$ cat config.mk
export PLATFORM = sky130hd
export DESIGN_NAME = aiacl_matcher
export DESIGN_NICKNAME = d
export VERILOG_FILES = /design/src/verilog/aiacl_pkg.sv /design/src/verilog/aiacl_frame_parser.sv /design/src/verilog/aiacl_ace_eval.sv /design/src/verilog/aiacl_matcher.sv
export VERILOG_INCLUDE_DIRS = /design/src /design/src/verilog
export SDC_FILE = /design/constraint.sdc
export NUM_CORES = 1
export LEC_CHECK = 0
export BUFFER_PORTS_ARGS = -buffer_cell sky130_fd_sc_hd__buf_4
export CORE_ASPECT_RATIO = 0.7
export CORE_MARGIN = 1.5
export CORE_UTILIZATION = 62
export DETAILED_ROUTE_END_ITERATION = 8
export PLACE_DENSITY = 0.8
export REMOVE_ABC_BUFFERS = 1
export SYNTH_ARGS = -nofsm -noshare
export SYNTH_HDL_FRONTEND = slang
export SYNTH_SLANG_ARGS = --single-unit
$ cat constraint.sdc
create_clock -name hclk -period 3.73 [get_ports hclk]
set_input_delay 0.373 -clock hclk [delete_from_list [all_inputs] [get_ports hclk]]
set_output_delay 0.373 -clock hclk [all_outputs]
set_load 0.02 [all_outputs]
$ cat src/verilog/aiacl_regs.svh
// register offsets, field positions, reset values and frame constants
`ifndef AIACL_REGS_SVH
`define AIACL_REGS_SVH
// What this block does
// - Sender check: 1 needs an ARP frame whose SHA equals the source MAC, 0 needs them to differ, any skips it.
// - Target check: 1 needs a RARP frame whose THA equals the source MAC, 0 needs them to differ, any skips it.
// - Length check: qualifying is HLN 0x06 and PLN 0x04; 1 needs it, 0 needs its absence, any skips it.
// - Hardware-space check: 1 needs HRD equal to 1, 0 forbids it, any skips it.
// - Protocol-space check: 1 needs PRO equal to 0x800, 0 forbids it, any skips it.
// - ICMP type test is either ignored or needs the type to equal a set value 0 to 255.
// - ICMP code test is either ignored or needs the code to equal a set value 0 to 255.
// - Source port test has three modes: any, specific and range.
// - Specific mode needs the 16-bit source port to equal the set value.
// - Range mode needs the source port to lie between the two set bounds.
`define AIACL_ARP_CTRL_OFS 8'h00
`define AIACL_ICMP_CTRL_OFS 8'h04
`define AIACL_PORT_CTRL_OFS 8'h08
`define AIACL_PORT_BOUND_OFS 8'h0C
`define AIACL_STATUS_OFS 8'h10
`define AIACL_FRAME_CNT_OFS 8'h14
`define AIACL_HIT_CNT_OFS 8'h18
`define AIACL_SND_LSB 0
`define AIACL_RTG_LSB 2
`define AIACL_LEN_LSB 4
`define AIACL_HRD_LSB 6
`define AIACL_PRO_LSB 8
`define AIACL_TYPE_EN_BIT 0
`define AIACL_CODE_EN_BIT 1
`define AIACL_TYPE_LSB 8
`define AIACL_CODE_LSB 16
`define AIACL_LO_LSB 0
`define AIACL_HI_LSB 16
`define AIACL_ARP_CTRL_RST 32'h0000_02AA
`define AIACL_ICMP_CTRL_RST 32'h0000_0000
`define AIACL_PORT_CTRL_RST 32'h0000_0000
`define AIACL_PORT_BOUND_RST 32'hFFFF_0000
`define AIACL_ET_ARP 16'h0806
`define AIACL_ET_RARP 16'h8035
`define AIACL_ET_IPV4 16'h0800
`define AIACL_HRD_ETH 16'h0001
`define AIACL_PRO_IP 16'h0800
`define AIACL_HLN_ETH 8'h06
`define AIACL_PLN_IP 8'h04
`define AIACL_IP_VER4 4'h4
`define AIACL_PROTO_ICMP 8'h01
`define AIACL_PROTO_TCP 8'h06
`define AIACL_PROTO_UDP 8'h11
`define AIACL_SRC_FIRST 11'h006
`define AIACL_SRC_LAST 11'h00B
`define AIACL_ET_FIRST 11'h00C
`define AIACL_ET_LAST 11'h00D
`define AIACL_L3_FIRST 11'h00E
`define AIACL_HRD_LAST 11'h00F
`define AIACL_PRO_FIRST 11'h010
`define AIACL_PRO_LAST 11'h011
`define AIACL_HLN_OFS 11'h012
`define AIACL_PLN_OFS 11'h013
`define AIACL_SHA_FIRST 11'h016
`define AIACL_SHA_LAST 11'h01B
`define AIACL_IPPROTO_OFS 11'h017
`define AIACL_THA_FIRST 11'h020
`define AIACL_THA_LAST 11'h025
`define AIACL_CNT_MAX 11'h7FF
`endif

$ cat src/verilog/aiacl_pkg.sv
// types shared by the entry matcher
package aiacl_pkg;
  typedef enum logic [1:0] {
    AIACL_TS_NE = 2'b00,
    AIACL_TS_EQ = 2'b01,
    AIACL_TS_ANY = 2'b10
  } aiacl_tri_t;
  typedef enum logic [1:0] {
    AIACL_PM_ANY = 2'b00,
    AIACL_PM_SPEC = 2'b01,
    AIACL_PM_RANGE = 2'b10
  } aiacl_pmode_t;
  typedef enum logic [0:0] {
    AIACL_PS_IDLE = 1'b0,
    AIACL_PS_BODY = 1'b1
  } aiacl_pstate_t;
endpackage : aiacl_pkg

$ cat src/verilog/aiacl_frame_parser.sv
// header field capture from the received byte stream
`timescale 1ns/10ps
`include "aiacl_regs.svh"
module aiacl_frame_parser (
  // clock and reset
  input wire logic hclk,
  input wire logic hresetn,
  // received bytes
  input wire logic rx_valid,
  input wire logic rx_sof,
  input wire logic rx_eof,
  input wire logic [7:0] rx_data,
  // captured fields
  output logic [47:0] frame_source_mac,
  output logic [47:0] sha,
  output logic [47:0] tha,
  output logic [15:0] ethertype,
  output logic [15:0] hrd,
  output logic [15:0] pro,
  output logic [7:0] hln,
  output logic [7:0] pln,
  output logic [7:0] ver_ihl,
  output logic [7:0] ip_proto,
  output logic [15:0] l4_word,
  output logic arp_ok,
  output logic l4_ok,
  output logic done
);
  aiacl_pkg::aiacl_pstate_t st_q, st_d;
  logic [10:0] cnt_q, cnt_d, idx, l4s;
  logic [47:0] src_q, src_d, sha_q, sha_d, tha_q, tha_d;
  logic [15:0] et_q, et_d, hrd_q, hrd_d, pro_q, pro_d, l4_q, l4_d;
  logic [7:0] hln_q, hln_d, pln_q, pln_d, vihl_q, vihl_d, prot_q, prot_d;
  logic aok_q, aok_d, lok_q, lok_d, done_q, done_d, take;

  // bytes outside a frame are dropped
  assign take = rx_valid && (rx_sof || st_q == aiacl_pkg::AIACL_PS_BODY);
  assign idx = rx_sof ? 11'h000 : cnt_q;
  // transport header starts after the variable ip header
  assign l4s = `AIACL_L3_FIRST + {5'h00, vihl_q[3:0], 2'b00};

  always_comb begin
    st_d = st_q;
    cnt_d = cnt_q;
    src_d = src_q;
    sha_d = sha_q;
    tha_d = tha_q;
    et_d = et_q;
    hrd_d = hrd_q;
    pro_d = pro_q;
    l4_d = l4_q;
    hln_d = hln_q;
    pln_d = pln_q;
    vihl_d = vihl_q;
    prot_d = prot_q;
    aok_d = aok_q && !(rx_valid && rx_sof);
    lok_d = lok_q && !(rx_valid && rx_sof);
    done_d = 1'b0;
    if (take) begin
      cnt_d = (idx == `AIACL_CNT_MAX) ? idx : idx + 11'h001;
      st_d = rx_eof ? aiacl_pkg::AIACL_PS_IDLE : aiacl_pkg::AIACL_PS_BODY;
      done_d = rx_eof;
      // standard field positions, untagged frames
      if (idx >= `AIACL_SRC_FIRST && idx <= `AIACL_SRC_LAST) src_d = {src_q[39:0], rx_data};
      if (idx >= `AIACL_ET_FIRST && idx <= `AIACL_ET_LAST) et_d = {et_q[7:0], rx_data};
      if (idx >= `AIACL_L3_FIRST && idx <= `AIACL_HRD_LAST) hrd_d = {hrd_q[7:0], rx_data};
      if (idx >= `AIACL_PRO_FIRST && idx <= `AIACL_PRO_LAST) pro_d = {pro_q[7:0], rx_data};
      if (idx >= `AIACL_SHA_FIRST && idx <= `AIACL_SHA_LAST) sha_d = {sha_q[39:0], rx_data};
      if (idx >= `AIACL_THA_FIRST && idx <= `AIACL_THA_LAST) tha_d = {tha_q[39:0], rx_data};
      if (idx == `AIACL_L3_FIRST) vihl_d = rx_data;
      if (idx == `AIACL_HLN_OFS) hln_d = rx_data;
      if (idx == `AIACL_PLN_OFS) pln_d = rx_data;
      if (idx == `AIACL_IPPROTO_OFS) prot_d = rx_data;
      if (idx == `AIACL_THA_LAST) aok_d = 1'b1;
      if (idx > `AIACL_L3_FIRST && idx == l4s) l4_d = {rx_data, l4_q[7:0]};
      if (idx > `AIACL_L3_FIRST && idx == l4s + 11'h001) begin
        l4_d = {l4_q[15:8], rx_data};
        lok_d = 1'b1;
      end
    end
  end

  always_ff @(posedge hclk or negedge hresetn) begin
    if (!hresetn) begin
      st_q <= aiacl_pkg::AIACL_PS_IDLE;
      cnt_q <= 11'h000;
      src_q <= 48'h0;
      sha_q <= 48'h0;
      tha_q <= 48'h0;
      et_q <= 16'h0;
      hrd_q <= 16'h0;
      pro_q <= 16'h0;
      l4_q <= 16'h0;
      hln_q <= 8'h00;
      pln_q <= 8'h00;
      vihl_q <= 8'h00;
      prot_q <= 8'h00;
      aok_q <= 1'b0;
      lok_q <= 1'b0;
      done_q <= 1'b0;
    end else begin
      st_q <= st_d;
      cnt_q <= cnt_d;
      src_q <= src_d;
      sha_q <= sha_d;
      tha_q <= tha_d;
      et_q <= et_d;
      hrd_q <= hrd_d;
      pro_q <= pro_d;
      l4_q <= l4_d;
      hln_q <= hln_d;
      pln_q <= pln_d;
      vihl_q <= vihl_d;
      prot_q <= prot_d;
      aok_q <= aok_d;
      lok_q <= lok_d;
      done_q <= done_d;
    end
  end

  assign frame_source_mac = src_q;
  assign sha = sha_q;
  assign tha = tha_q;
  assign ethertype = et_q;
  assign hrd = hrd_q;
  assign pro = pro_q;
  assign hln = hln_q;
  assign pln = pln_q;
  assign ver_ihl = vihl_q;
  assign ip_proto = prot_q;
  assign l4_word = l4_q;
  assign arp_ok = aok_q;
  assign l4_ok = lok_q;
  assign done = done_q;
endmodule : aiacl_frame_parser

$ cat src/verilog/aiacl_ace_eval.sv
// per-test evaluation of one access control entry
`timescale 1ns/10ps
`include "aiacl_regs.svh"
module aiacl_ace_eval (
  // captured fields
  input wire logic [47:0] frame_source_mac,
  input wire logic [47:0] sha,
  input wire logic [47:0] tha,
  input wire logic [15:0] ethertype,
  input wire logic [15:0] hrd,
  input wire logic [15:0] pro,
  input wire logic [7:0] hln,
  input wire logic [7:0] pln,
  input wire logic [7:0] ver_ihl,
  input wire logic [7:0] ip_proto,
  input wire logic [15:0] l4_word,
  input wire logic arp_ok,
  input wire logic l4_ok,
  // entry settings
  input wire aiacl_pkg::aiacl_tri_t arp_sender_addr_check,
  input wire aiacl_pkg::aiacl_tri_t rarp_target_addr_check,
  input wire aiacl_pkg::aiacl_tri_t addr_length_check,
  input wire aiacl_pkg::aiacl_tri_t hrd_space_check,
  input wire aiacl_pkg::aiacl_tri_t pro_space_check,
  input wire logic icmp_type_test_mode,
  input wire logic icmp_code_test_mode,
  input wire logic [7:0] icmp_type_value,
  input wire logic [7:0] icmp_code_value,
  input wire aiacl_pkg::aiacl_pmode_t l4_src_port_test_mode,
  input wire logic [15:0] port_lo,
  input wire logic [15:0] port_hi,
  // results
  output logic [7:0] test_pass,
  output logic hit
);
  logic is_arp, is_rarp, is_ip, is_icmp, is_l4, arp_kind;

  // encoding 2'b11 behaves as don't-care
  function automatic logic tri_ok(input aiacl_pkg::aiacl_tri_t m, input logic kind,
                                  input logic c);
    case (m)
      aiacl_pkg::AIACL_TS_NE: tri_ok = kind && !c;
      aiacl_pkg::AIACL_TS_EQ: tri_ok = kind && c;
      default: tri_ok = 1'b1;
    endcase
  endfunction : tri_ok

  assign is_arp = (ethertype == `AIACL_ET_ARP) && arp_ok;
  assign is_rarp = (ethertype == `AIACL_ET_RARP) && arp_ok;
  assign arp_kind = is_arp || is_rarp;
  assign is_ip = (ethertype == `AIACL_ET_IPV4) && (ver_ihl[7:4] == `AIACL_IP_VER4) && l4_ok;
  assign is_icmp = is_ip && (ip_proto == `AIACL_PROTO_ICMP);
  assign is_l4 = is_ip && (ip_proto == `AIACL_PROTO_TCP || ip_proto == `AIACL_PROTO_UDP);

  always_comb begin
    test_pass[0] = tri_ok(arp_sender_addr_check, is_arp, sha == frame_source_mac);
    test_pass[1] = tri_ok(rarp_target_addr_check, is_rarp, tha == frame_source_mac);
    test_pass[2] = tri_ok(addr_length_check, arp_kind,
                          hln == `AIACL_HLN_ETH && pln == `AIACL_PLN_IP);
    test_pass[3] = tri_ok(hrd_space_check, arp_kind, hrd == `AIACL_HRD_ETH);
    test_pass[4] = tri_ok(pro_space_check, arp_kind, pro == `AIACL_PRO_IP);
    test_pass[5] = !icmp_type_test_mode || (is_icmp && l4_word[15:8] == icmp_type_value);
    test_pass[6] = !icmp_code_test_mode || (is_icmp && l4_word[7:0] == icmp_code_value);
    case (l4_src_port_test_mode)
      aiacl_pkg::AIACL_PM_SPEC: test_pass[7] = is_l4 && l4_word == port_lo;
      aiacl_pkg::AIACL_PM_RANGE: test_pass[7] = is_l4 && l4_word >= port_lo
                                                && l4_word <= port_hi;
      default: test_pass[7] = 1'b1;
    endcase
  end

  assign hit = &test_pass;
endmodule : aiacl_ace_eval

$ cat src/verilog/aiacl_matcher.sv
// entry matcher top: AHB-Lite register slave, frame parser and entry evaluator
//
// Design decisions made here: the register offsets and register access over AHB-Lite.
`timescale 1ns/10ps
`include "aiacl_regs.svh"
module aiacl_matcher (
  // clock and reset
  input wire logic hclk,
  input wire logic hresetn,
  // AHB-Lite slave
  input wire logic hsel,
  input wire logic [7:0] haddr,
  input wire logic [1:0] htrans,
  input wire logic hwrite,
  input wire logic [2:0] hsize,
  input wire logic [31:0] hwdata,
  input wire logic hready,
  output logic hreadyout,
  output logic hresp,
  output logic [31:0] hrdata,
  // received frame bytes
  input wire logic rx_valid,
  input wire logic rx_sof,
  input wire logic rx_eof,
  input wire logic [7:0] rx_data,
  // match result
  output logic match_valid,
  output logic match_hit
);
  logic [31:0] arp_ctrl_q, arp_ctrl_d, icmp_ctrl_q, icmp_ctrl_d;
  logic [31:0] port_ctrl_q, port_ctrl_d, port_bound_q, port_bound_d;
  logic [31:0] hrdata_q, hrdata_d, rd_mux;
  logic [7:0] wr_addr_q, wr_addr_d;
  logic wr_pend_q, wr_pend_d, acc;
  logic [31:0] frame_cnt_q, frame_cnt_d, hit_cnt_q, hit_cnt_d;
  logic [7:0] pass_q, pass_d;
  logic valid_q, valid_d, hit_q, hit_d, seen_q, seen_d, cnt_clr;
  logic [47:0] f_src, f_sha, f_tha;
  logic [15:0] f_et, f_hrd, f_pro, f_l4;
  logic [7:0] f_hln, f_pln, f_vihl, f_proto, test_pass;
  logic f_aok, f_lok, f_done, ace_hit;
  aiacl_pkg::aiacl_tri_t m_snd, m_rtg, m_len, m_hrd, m_pro;
  aiacl_pkg::aiacl_pmode_t m_port;
  logic [15:0] p_lo, p_hi;
  logic t_en, c_en;
  logic [7:0] t_val, c_val;

  // register fields steering the evaluator
  assign m_snd = aiacl_pkg::aiacl_tri_t'(arp_ctrl_q[`AIACL_SND_LSB +: 2]);
  assign m_rtg = aiacl_pkg::aiacl_tri_t'(arp_ctrl_q[`AIACL_RTG_LSB +: 2]);
  assign m_len = aiacl_pkg::aiacl_tri_t'(arp_ctrl_q[`AIACL_LEN_LSB +: 2]);
  assign m_hrd = aiacl_pkg::aiacl_tri_t'(arp_ctrl_q[`AIACL_HRD_LSB +: 2]);
  assign m_pro = aiacl_pkg::aiacl_tri_t'(arp_ctrl_q[`AIACL_PRO_LSB +: 2]);
  assign t_en = icmp_ctrl_q[`AIACL_TYPE_EN_BIT];
  assign c_en = icmp_ctrl_q[`AIACL_CODE_EN_BIT];
  assign t_val = icmp_ctrl_q[`AIACL_TYPE_LSB +: 8];
  assign c_val = icmp_ctrl_q[`AIACL_CODE_LSB +: 8];
  assign m_port = aiacl_pkg::aiacl_pmode_t'(port_ctrl_q[1:0]);
  assign p_lo = port_bound_q[`AIACL_LO_LSB +: 16];
  assign p_hi = port_bound_q[`AIACL_HI_LSB +: 16];

  aiacl_frame_parser u_parser (
    .hclk(hclk),
    .hresetn(hresetn),
    .rx_valid(rx_valid),
    .rx_sof(rx_sof),
    .rx_eof(rx_eof),
    .rx_data(rx_data),
    .frame_source_mac(f_src),
    .sha(f_sha),
    .tha(f_tha),
    .ethertype(f_et),
    .hrd(f_hrd),
    .pro(f_pro),
    .hln(f_hln),
    .pln(f_pln),
    .ver_ihl(f_vihl),
    .ip_proto(f_proto),
    .l4_word(f_l4),
    .arp_ok(f_aok),
    .l4_ok(f_lok),
    .done(f_done)
  );

  aiacl_ace_eval u_eval (
    .frame_source_mac(f_src),
    .sha(f_sha),
    .tha(f_tha),
    .ethertype(f_et),
    .hrd(f_hrd),
    .pro(f_pro),
    .hln(f_hln),
    .pln(f_pln),
    .ver_ihl(f_vihl),
    .ip_proto(f_proto),
    .l4_word(f_l4),
    .arp_ok(f_aok),
    .l4_ok(f_lok),
    .arp_sender_addr_check(m_snd),
    .rarp_target_addr_check(m_rtg),
    .addr_length_check(m_len),
    .hrd_space_check(m_hrd),
    .pro_space_check(m_pro),
    .icmp_type_test_mode(t_en),
    .icmp_code_test_mode(c_en),
    .icmp_type_value(t_val),
    .icmp_code_value(c_val),
    .l4_src_port_test_mode(m_port),
    .port_lo(p_lo),
    .port_hi(p_hi),
    .test_pass(test_pass),
    .hit(ace_hit)
  );

  // zero-wait slave, every transfer answered OKAY
  assign acc = hsel && hready && htrans[1];
  assign hreadyout = 1'b1;
  assign hresp = 1'b0;
  assign hrdata = hrdata_q;
  assign match_valid = valid_q;
  assign match_hit = hit_q;

  always_comb begin
    case (haddr)
      `AIACL_ARP_CTRL_OFS: rd_mux = arp_ctrl_q;
      `AIACL_ICMP_CTRL_OFS: rd_mux = icmp_ctrl_q;
      `AIACL_PORT_CTRL_OFS: rd_mux = port_ctrl_q;
      `AIACL_PORT_BOUND_OFS: rd_mux = port_bound_q;
      `AIACL_STATUS_OFS: rd_mux = {16'h0000, pass_q, 6'h00, seen_q, hit_q};
      `AIACL_FRAME_CNT_OFS: rd_mux = frame_cnt_q;
      `AIACL_HIT_CNT_OFS: rd_mux = hit_cnt_q;
      default: rd_mux = 32'h0000_0000;
    endcase
  end

  // bus and configuration state
  always_comb begin
    wr_pend_d = acc && hwrite;
    wr_addr_d = acc ? haddr : wr_addr_q;
    hrdata_d = (acc && !hwrite) ? rd_mux : hrdata_q;
    arp_ctrl_d = arp_ctrl_q;
    icmp_ctrl_d = icmp_ctrl_q;
    port_ctrl_d = port_ctrl_q;
    port_bound_d = port_bound_q;
    cnt_clr = 1'b0;
    if (wr_pend_q) begin
      case (wr_addr_q)
        `AIACL_ARP_CTRL_OFS: arp_ctrl_d = {22'h000000, hwdata[9:0]};
        `AIACL_ICMP_CTRL_OFS: icmp_ctrl_d = {8'h00, hwdata[23:8], 6'h00, hwdata[1:0]};
        `AIACL_PORT_CTRL_OFS: port_ctrl_d = {30'h00000000, hwdata[1:0]};
        `AIACL_PORT_BOUND_OFS: port_bound_d = hwdata;
        `AIACL_FRAME_CNT_OFS: cnt_clr = 1'b1;
        default: cnt_clr = 1'b0;
      endcase
    end
  end

  always_ff @(posedge hclk or negedge hresetn) begin
    if (!hresetn) begin
      wr_pend_q <= 1'b0;
      wr_addr_q <= 8'h00;
      hrdata_q <= 32'h0000_0000;
      arp_ctrl_q <= `AIACL_ARP_CTRL_RST;
      icmp_ctrl_q <= `AIACL_ICMP_CTRL_RST;
      port_ctrl_q <= `AIACL_PORT_CTRL_RST;
      port_bound_q <= `AIACL_PORT_BOUND_RST;
    end else begin
      wr_pend_q <= wr_pend_d;
      wr_addr_q <= wr_addr_d;
      hrdata_q <= hrdata_d;
      arp_ctrl_q <= arp_ctrl_d;
      icmp_ctrl_q <= icmp_ctrl_d;
      port_ctrl_q <= port_ctrl_d;
      port_bound_q <= port_bound_d;
    end
  end

  // result and counters; a frame ending during a clear still counts
  always_comb begin
    valid_d = f_done;
    hit_d = f_done ? ace_hit : hit_q;
    pass_d = f_done ? test_pass : pass_q;
    seen_d = seen_q || f_done;
    frame_cnt_d = cnt_clr ? 32'h0000_0000 : frame_cnt_q;
    hit_cnt_d = cnt_clr ? 32'h0000_0000 : hit_cnt_q;
    if (f_done) begin
      frame_cnt_d = frame_cnt_d + 32'h0000_0001;
      if (ace_hit) hit_cnt_d = hit_cnt_d + 32'h0000_0001;
    end
  end

  always_ff @(posedge hclk or negedge hresetn) begin
    if (!hresetn) begin
      valid_q <= 1'b0;
      hit_q <= 1'b0;
      pass_q <= 8'h00;
      seen_q <= 1'b0;
      frame_cnt_q <= 32'h0000_0000;
      hit_cnt_q <= 32'h0000_0000;
    end else begin
      valid_q <= valid_d;
      hit_q <= hit_d;
      pass_q <= pass_d;
      seen_q <= seen_d;
      frame_cnt_q <= frame_cnt_d;
      hit_cnt_q <= hit_cnt_d;
    end
  end
endmodule : aiacl_matcher

==> results of run 1 <==
[per-stage QoR]
stage	total power [mW]	setup TNS (ps)	setup WS, ps
2_1_floorplan	5.67	-234990	-3310
6_report	10.7	0	215
3_3_place_gp	6.18	0	417
3_5_place_dp	6.22	0	285
4_1_cts	10.7	0	256
5_1_grt	11.0	0	24.7
[flip-flops by register name (all words and copies together), names as in the netlist, 11 cells and up]
register and flops:
port_bound_q 32, frame_cnt_q 32, u_parser.hrd 16, u_parser.l4_word 16, u_parser.tha 48, u_parser.ethertype 16
hit_cnt_q 32, icmp_ctrl_q 18, u_parser.cnt_q 11, hrdata 32, u_parser.pro 16, u_parser.sha 48
u_parser.frame_source_mac 48
[layer usage]
layer / wire [um] / GRT usage [%] / share of wire (%)
met3: 4110 / 6.08 / 8.1
met1: 23700 / 46.1 / 47
met5: 0 / 0 / 0
met4: 800 / 6.65 / 1.6
met2: 21800 / 44.2 / 43
[cells in the mapped netlist (33+ instances only)]
| cell | number |
|---|---|
| dfrtp_1 | 412 |
| mux2_2 | 323 |
| nor2_1 | 100 |
| nand2_1 | 97 |
| xor2_1 | 80 |
| xnor2_1 | 78 |
| a21oi_1 | 73 |
| clkbuf_1 | 66 |
| inv_1 | 55 |
| ha_1 | 41 |
| nand3_1 | 41 |
| nand4_1 | 40 |
| o21ai_0 | 33 |
[worst paths after layout]
path	from	endpoint	slack, ps	cells after the start
max	wr_addr_q[3]	hit_cnt_q[18]	220	12
max reg2reg	wr_addr_q[3]	hit_cnt_q[18]	220	12
max in group asynchronous	hresetn	u_parser.st_q	2140	3
min in group asynchronous	hresetn	u_parser.hln[7]	400	2
min reg2reg	u_parser.l4_ok	u_parser.l4_ok	500	2
min	hwdata[25]	port_bound_q[25]	50	2
[worst reg2reg max path, delay by kind of cell, from the launching register on]
family / cells / cell delay (ps)
AO/OA/AOI/OAI: 1 / 190
adder cells (fa/ha/maj): 1 / 230
buffers and inverters: 1 / 160
flip-flops: 1 / 450
AND/OR/NAND/NOR: 9 / 2430
[area by class of cell]
type	instances	area share [%]
clock inverters	13	0.837
clock buffers	65	5.46
flip-flops and latches	433	46.3
diodes	1	0.0107
well taps	427	2.28
repair buffers	123	4.30
inverters	55	0.879
multi-input cells	1173	40.0
[power by group through the flow]
| stage | clock network, mW | registers, mW | logic (mW) |
|---|---|---|---|
| final | 4.54 | 5.11 | 1.05 |
| after global routing | 4.77 | 5.13 | 1.14 |
| after CTS | 4.58 | 5.10 | 1.05 |
| after detailed placement | 0 | 5.19 | 1.04 |
| after global placement | 0 | 5.17 | 1.01 |
| after floorplan | 0 | 5.22 | 0.450 |
[kinds of logic (layout without fill, tap and decap cells)]
group                    after synthesis  after routing
adder cells (fa/ha/maj)               41             41
AND/OR/NAND/NOR                      440            440
other                                  2              3
buffers and inverters                134            256
AO/OA/AOI/OAI                        200            200
flip-flops                           433            433
multiplexers                         332            332
XOR/XNOR                             158            158
[cells in the final DEF, fill, tap and decap left out, types with 7 or more instances in the layout]
cell and instances:
mux2i_1 7, inv_1 55, buf_4 115, nor4b_1 8, ha_1 41, a222oi_1 28, or4_1 15, clkbuf_8 8
nand4_1 40, clkbuf_16 45, nand3_1 39, mux2_2 323, nand2b_1 8, nor2_1 98, xor2_1 80, o21ai_0 33
and3_1 16, dfstp_2 21, nor4_1 29, nor3_1 11, xnor2_1 78, dfrtp_1 412, clkbuf_1 12, nand2_1 96
or3_1 18, a21oi_1 73, a31oi_1 15, o31ai_1 13, nor2b_1 10
==> impl_metrics.yaml, run 1 <==
outcome:
  status: "complete, no violations"
power:
  seqPwrFrac_pct: 47.8
  peakVddDrop_uv: 357
  p_leak_nw: 11.1
  powerDensity_nw_per_um2: 456
  internal-power_mw: 8.07
  power.switching_mw: 2.62
  pwr-share-comb_pct: 9.8
  clock_power_share_pct: 42.5
  p_sw_share_pct: 24.5
final_layout:
  finish.utilization_pct: 72.0
  final_area_um2: 23500
  fin_nets: 1930
  area.sequential_um2: 10900
  multi_input_area_um2: 9390
  layoutNonFillerInstCount: 2290
  synthToLayoutAreaGrowth_pct: 13.4
  nFillCells: 2231
  drive_above_1_share_pct: 30.3
global_routing:
  globalRouteTotalUtil_pct: 30.0
  grt_pass1_vias: 14500
  grt_antenna_before_repair: 1
  grt_start_max_net_pins: 104
  grt_pass1_wl_um: 80900
  grt-ovfl-total: 0
yosys:
  syn_inst: 1740
  synth_xor_xnor_area_share_pct: 6.68
  synthFlopType: "dfrtp_1"
  synth_edf_count: 0
  ys_top_cells_by_area: "dfrtp_1 (50%), mux2_2 (18%), xor2_1 (3.4%), xnor2_1 (3.3%), dfstp_2 (2.7%)"
  synth_top_area_share_pct: 49.8
  netlist_area_um2: 20700
  synth_compound_area_share_pct: 6.37
  async_reset_ff_share_pct: 100
  synth_cell_type_count: 67
  synth_seq_area_share_pct: 52.4
  ys_ff_latch: 433
  synth_mux_area_share_pct: 18.1
  synth_area_leader_cell: "dfrtp_1"
  synthSimpleGateAreaFrac_pct: 11.4
  syn_avg_cell_area_um2: 11.9
  synth_top_family_by_area: "multiplexers"
  yosysWarnings: 0
  synth_fa_ha_area_share_pct: 2.48
worst_setup_path:
  crit_family: "simple AND/OR/NAND/NOR gates"
  path_cells: "nand3b_1 > nor4_2 > buf_4 > nor2b_1 > ha_1 > nand3_1 > nand2b_1 > or3_1 > or3_1 > nor2_1 > or4b_1 > a21oi_1"
  path_class: "reg2reg"
  cp_max_fo: 9
  required_ps: 4210
  crit_top_cell: "or3_1"
  critPathBufInv: 1
  worst_setup_path_end_kind: "flop"
  cp-start-kind: "flop"
  worst_ep_arrival_time_ps: 3990
  crit_path_max_incr_delay_ps: 470
  cp_slowest_cell: "or4b_1"
place:
  portBuffers: 90
  dp.cells: 2210
  hpwl_um: 35600
  postPlaceCellArea_um2: 22000
  gp_congestion: 0.899
drt:
  initialDrtViolationCount: 1594
  routedWlPerCell_um: 22.0
  antenna_left: 0
  dr.pass1.iters: 8
  viasPerCell: 6.32
  drc: 0
  wl_um: 50500
  vias: 14500
sta:
  holdWs_ps: 49.2
  rsz0062_at_grt: "no"
  max_freq_mhz: 285
  slew_headroom_pct: 41.1
  min_period_ps: 3510
  drv_slew: 0
  setup_violations: 0
  finalCritPeriodShare_pct: 94.2
  finalHoldViolations: 0
  worst_clock_skew_ps: 18.1
  worst_pin_slew_ps: 883
worst_hold_path:
  min_path_type: "in2reg"
die:
  core.rowCount: 55
  start_util_pct: 63.5
  die_area_um2: 34500
  die_y_um: 156
  die_w_um: 221
  core_um2: 32600
  pin_count: 97
clocking:
  clk_latency_ps: 560
  clk_pin_slew_worst_paths_ps: 70
  clk_path_buf_depth: 3
  hold_buffers: 1
  root_buffer: "clkbuf_16"
  clock-sinks: 433
  cts_tree: "built"
  cts-resized-gates: 0
  h-tree-depth: 2
  cts-buffers-inserted: 42
  post_cts_buffers: 0
job:
  drv_cap: 0
Note: power is estimated with default switching activity, not from simulation.
==> run 2, diff against run 1 <==
PLACE_DENSITY = 0.81   (was 0.8)
==> run 2 against run 1 <==
  * Die area unchanged
  * Worst setup slack gained 38 ps
  * Largest power group unchanged
  * Sequential power barely moved
  * Register-to-register slack gained 40 ps
  * First-iteration DRC count grew 1.9%
  * Sequential share of layout area up 0.23 points
  * Final cell count fell by 0.13%
==> impl_metrics.yaml, run 2 (synthesized netlist as in run 1, its figures left out) <==
outcome:
  status: "complete, no violations"
power:
  pwr-share-comb_pct: 10.0
  p_leak_nw: 11.1
  power.switching_mw: 2.61
  internal-power_mw: 7.79
  peakVddDrop_uv: 326
  clock_power_share_pct: 40.9
  p_sw_share_pct: 25.1
  powerDensity_nw_per_um2: 445
  total_power_mw: 10.4
  seqPwrFrac_pct: 49.1
place:
  portBuffers: 90
  hpwl_um: 35300
  gp_congestion: 0.924
  dp.cells: 2210
sta:
  finalCritPeriodShare_pct: 93.2
  worst_pin_slew_ps: 1070
  max_freq_mhz: 288
  finalHoldViolations: 0
  rsz0062_at_grt: "no"
  drv_slew: 0
  min_period_ps: 3480
  setup_violations: 0
  slew_headroom_pct: 28.3
  worst_clock_skew_ps: 15.7
  holdWs_ps: 61.9
clocking:
  cts-buffers-inserted: 42
  clock-sinks: 433
  clk_latency_ps: 550
  cts_tree: "built"
  clk_path_buf_depth: 3
  post_cts_buffers: 0
  root_buffer: "clkbuf_16"
  clk_pin_slew_worst_paths_ps: 60
  h-tree-depth: 2
die:
  pin_count: 97
  die_w_um: 221
  core_um2: 32600
  core.rowCount: 55
  die_area_um2: 34500
  start_util_pct: 63.5
  die_y_um: 156
drt:
  wl_um: 50500
  dr_wl_met3_um: 4100
  drc: 0
  dr.pass1.iters: 9
  viasPerCell: 6.26
  antenna_left: 0
  initialDrtViolationCount: 1625
  drt-met1-wl_um: 23700
  wl_met2_um: 21700
  routed.top_layer: "met5"
  routedWlPerCell_um: 22.1
  vias: 14300
worst_setup_path:
  required_ps: 4200
  worst_setup_path_end_kind: "flop"
  cp-start-kind: "flop"
  cp_max_fo: 9
  worst_ep_arrival_time_ps: 3940
  path_class: "reg2reg"
final_layout:
  area.sequential_um2: 10900
  drive_above_1_share_pct: 30.2
  final_common_cell: "dfrtp_1"
  fin_nets: 1930
  multi_input_area_um2: 9390
  mostFrequentLayoutCells: "dfrtp_1 (412), mux2_2 (323), buf_4 (115)"
  synthToLayoutAreaGrowth_pct: 12.8
  layoutNonFillerInstCount: 2287
  nFillCells: 2229
global_routing:
  grt-ovfl-total: 0
  globalRouteTotalUtil_pct: 30.2
  grt_pass1_vias: 14700
  grt_pass1_wl_um: 81500
  grt_start_max_net_pins: 114
  grt_antenna_before_repair: 2
worst_hold_path:
  min_path_type: "in2reg"
job:
  drv_cap: 0
## run 2: changes by cell type in the layout (fill, tap and decap cells not counted)
cell,previous run,this run
clkbuf_16,45,43
bufinv_16,5,2
inv_6,0,1
clkbuf_8,8,9
## run 2: power by group through the flow
| stage | sequential [mW] | clock (mW) | combinational, mW |
|---|---|---|---|
| 2_1_floorplan | 5.22 | 0 | 0.450 |
| 3_3_place_gp | 5.17 | 0 | 0.994 |
| 3_5_place_dp | 5.18 | 0 | 1.03 |
| 4_1_cts | 5.10 | 4.31 | 1.04 |
| 5_1_grt | 5.13 | 4.48 | 1.13 |
| 6_report | 5.10 | 4.26 | 1.04 |
## run 2: critical path: stages, from the launching register on
cell      delay [ps]
dfrtp_1          440
nand3b_1         170
nor4_2            50
buf_4            170
nor2b_1          220
ha_1             240
nand3_1          190
nand2b_1         240
or3_1            420
or3_1            450
nor2_1           200
or4b_1           460
a21oi_1          150
## run 2: final cells by class
cell class / instances / area share (%)
diodes: 1 / 0.0107
clock buffers: 64 / 5.33
clock inverters: 11 / 0.493
inverters: 55 / 0.884
multi-input cells: 1173 / 40.2
flip-flops and latches: 433 / 46.5
well taps: 427 / 2.29
repair buffers: 123 / 4.32
## run 2: path summary, 6_finish.rpt
path                          startpoint                to  slack (ps)  depth (start not counted)
hold / removal                  haddr[1]      wr_addr_q[1]          60                          2
hold reg to reg            hit_cnt_q[31]     hit_cnt_q[31]         490                          1
min in group asynchronous        hresetn   u_parser.pln[2]         520                          2
max in group asynchronous        hresetn  port_bound_q[24]        2240                          3
setup / recovery            wr_addr_q[3]     hit_cnt_q[18]         250                         12
setup reg to reg            wr_addr_q[3]     hit_cnt_q[18]         250                         12
## run 2: stage by stage
stage          setup WS, ps  TNS (ps)  utilization (%)  cell area, um2
4_1_cts                 304         0             71.6           23400
6_report                253         0             71.6           23400
2_1_floorplan         -3310   -234990                -           20400
3_3_place_gp            435         0             67.4           22000
3_5_place_dp            334         0             67.4           22000
5_1_grt                13.6         0             71.6           23400
## run 2: metal layers
metal | GRT usage, % | up-vias
li1 | - | 6441
met2 | 44.7 | 555
met5 | 0 | -
met1 | 45.3 | 7243
met4 | 7.63 | 2
met3 | 6.76 | 86
## run 2: repair_timing
action,CTS,global route
endpoints found under the setup margin,0,0
resized for setup,0,0
endpoints found under the hold margin,106,0
hold buffers,1,0
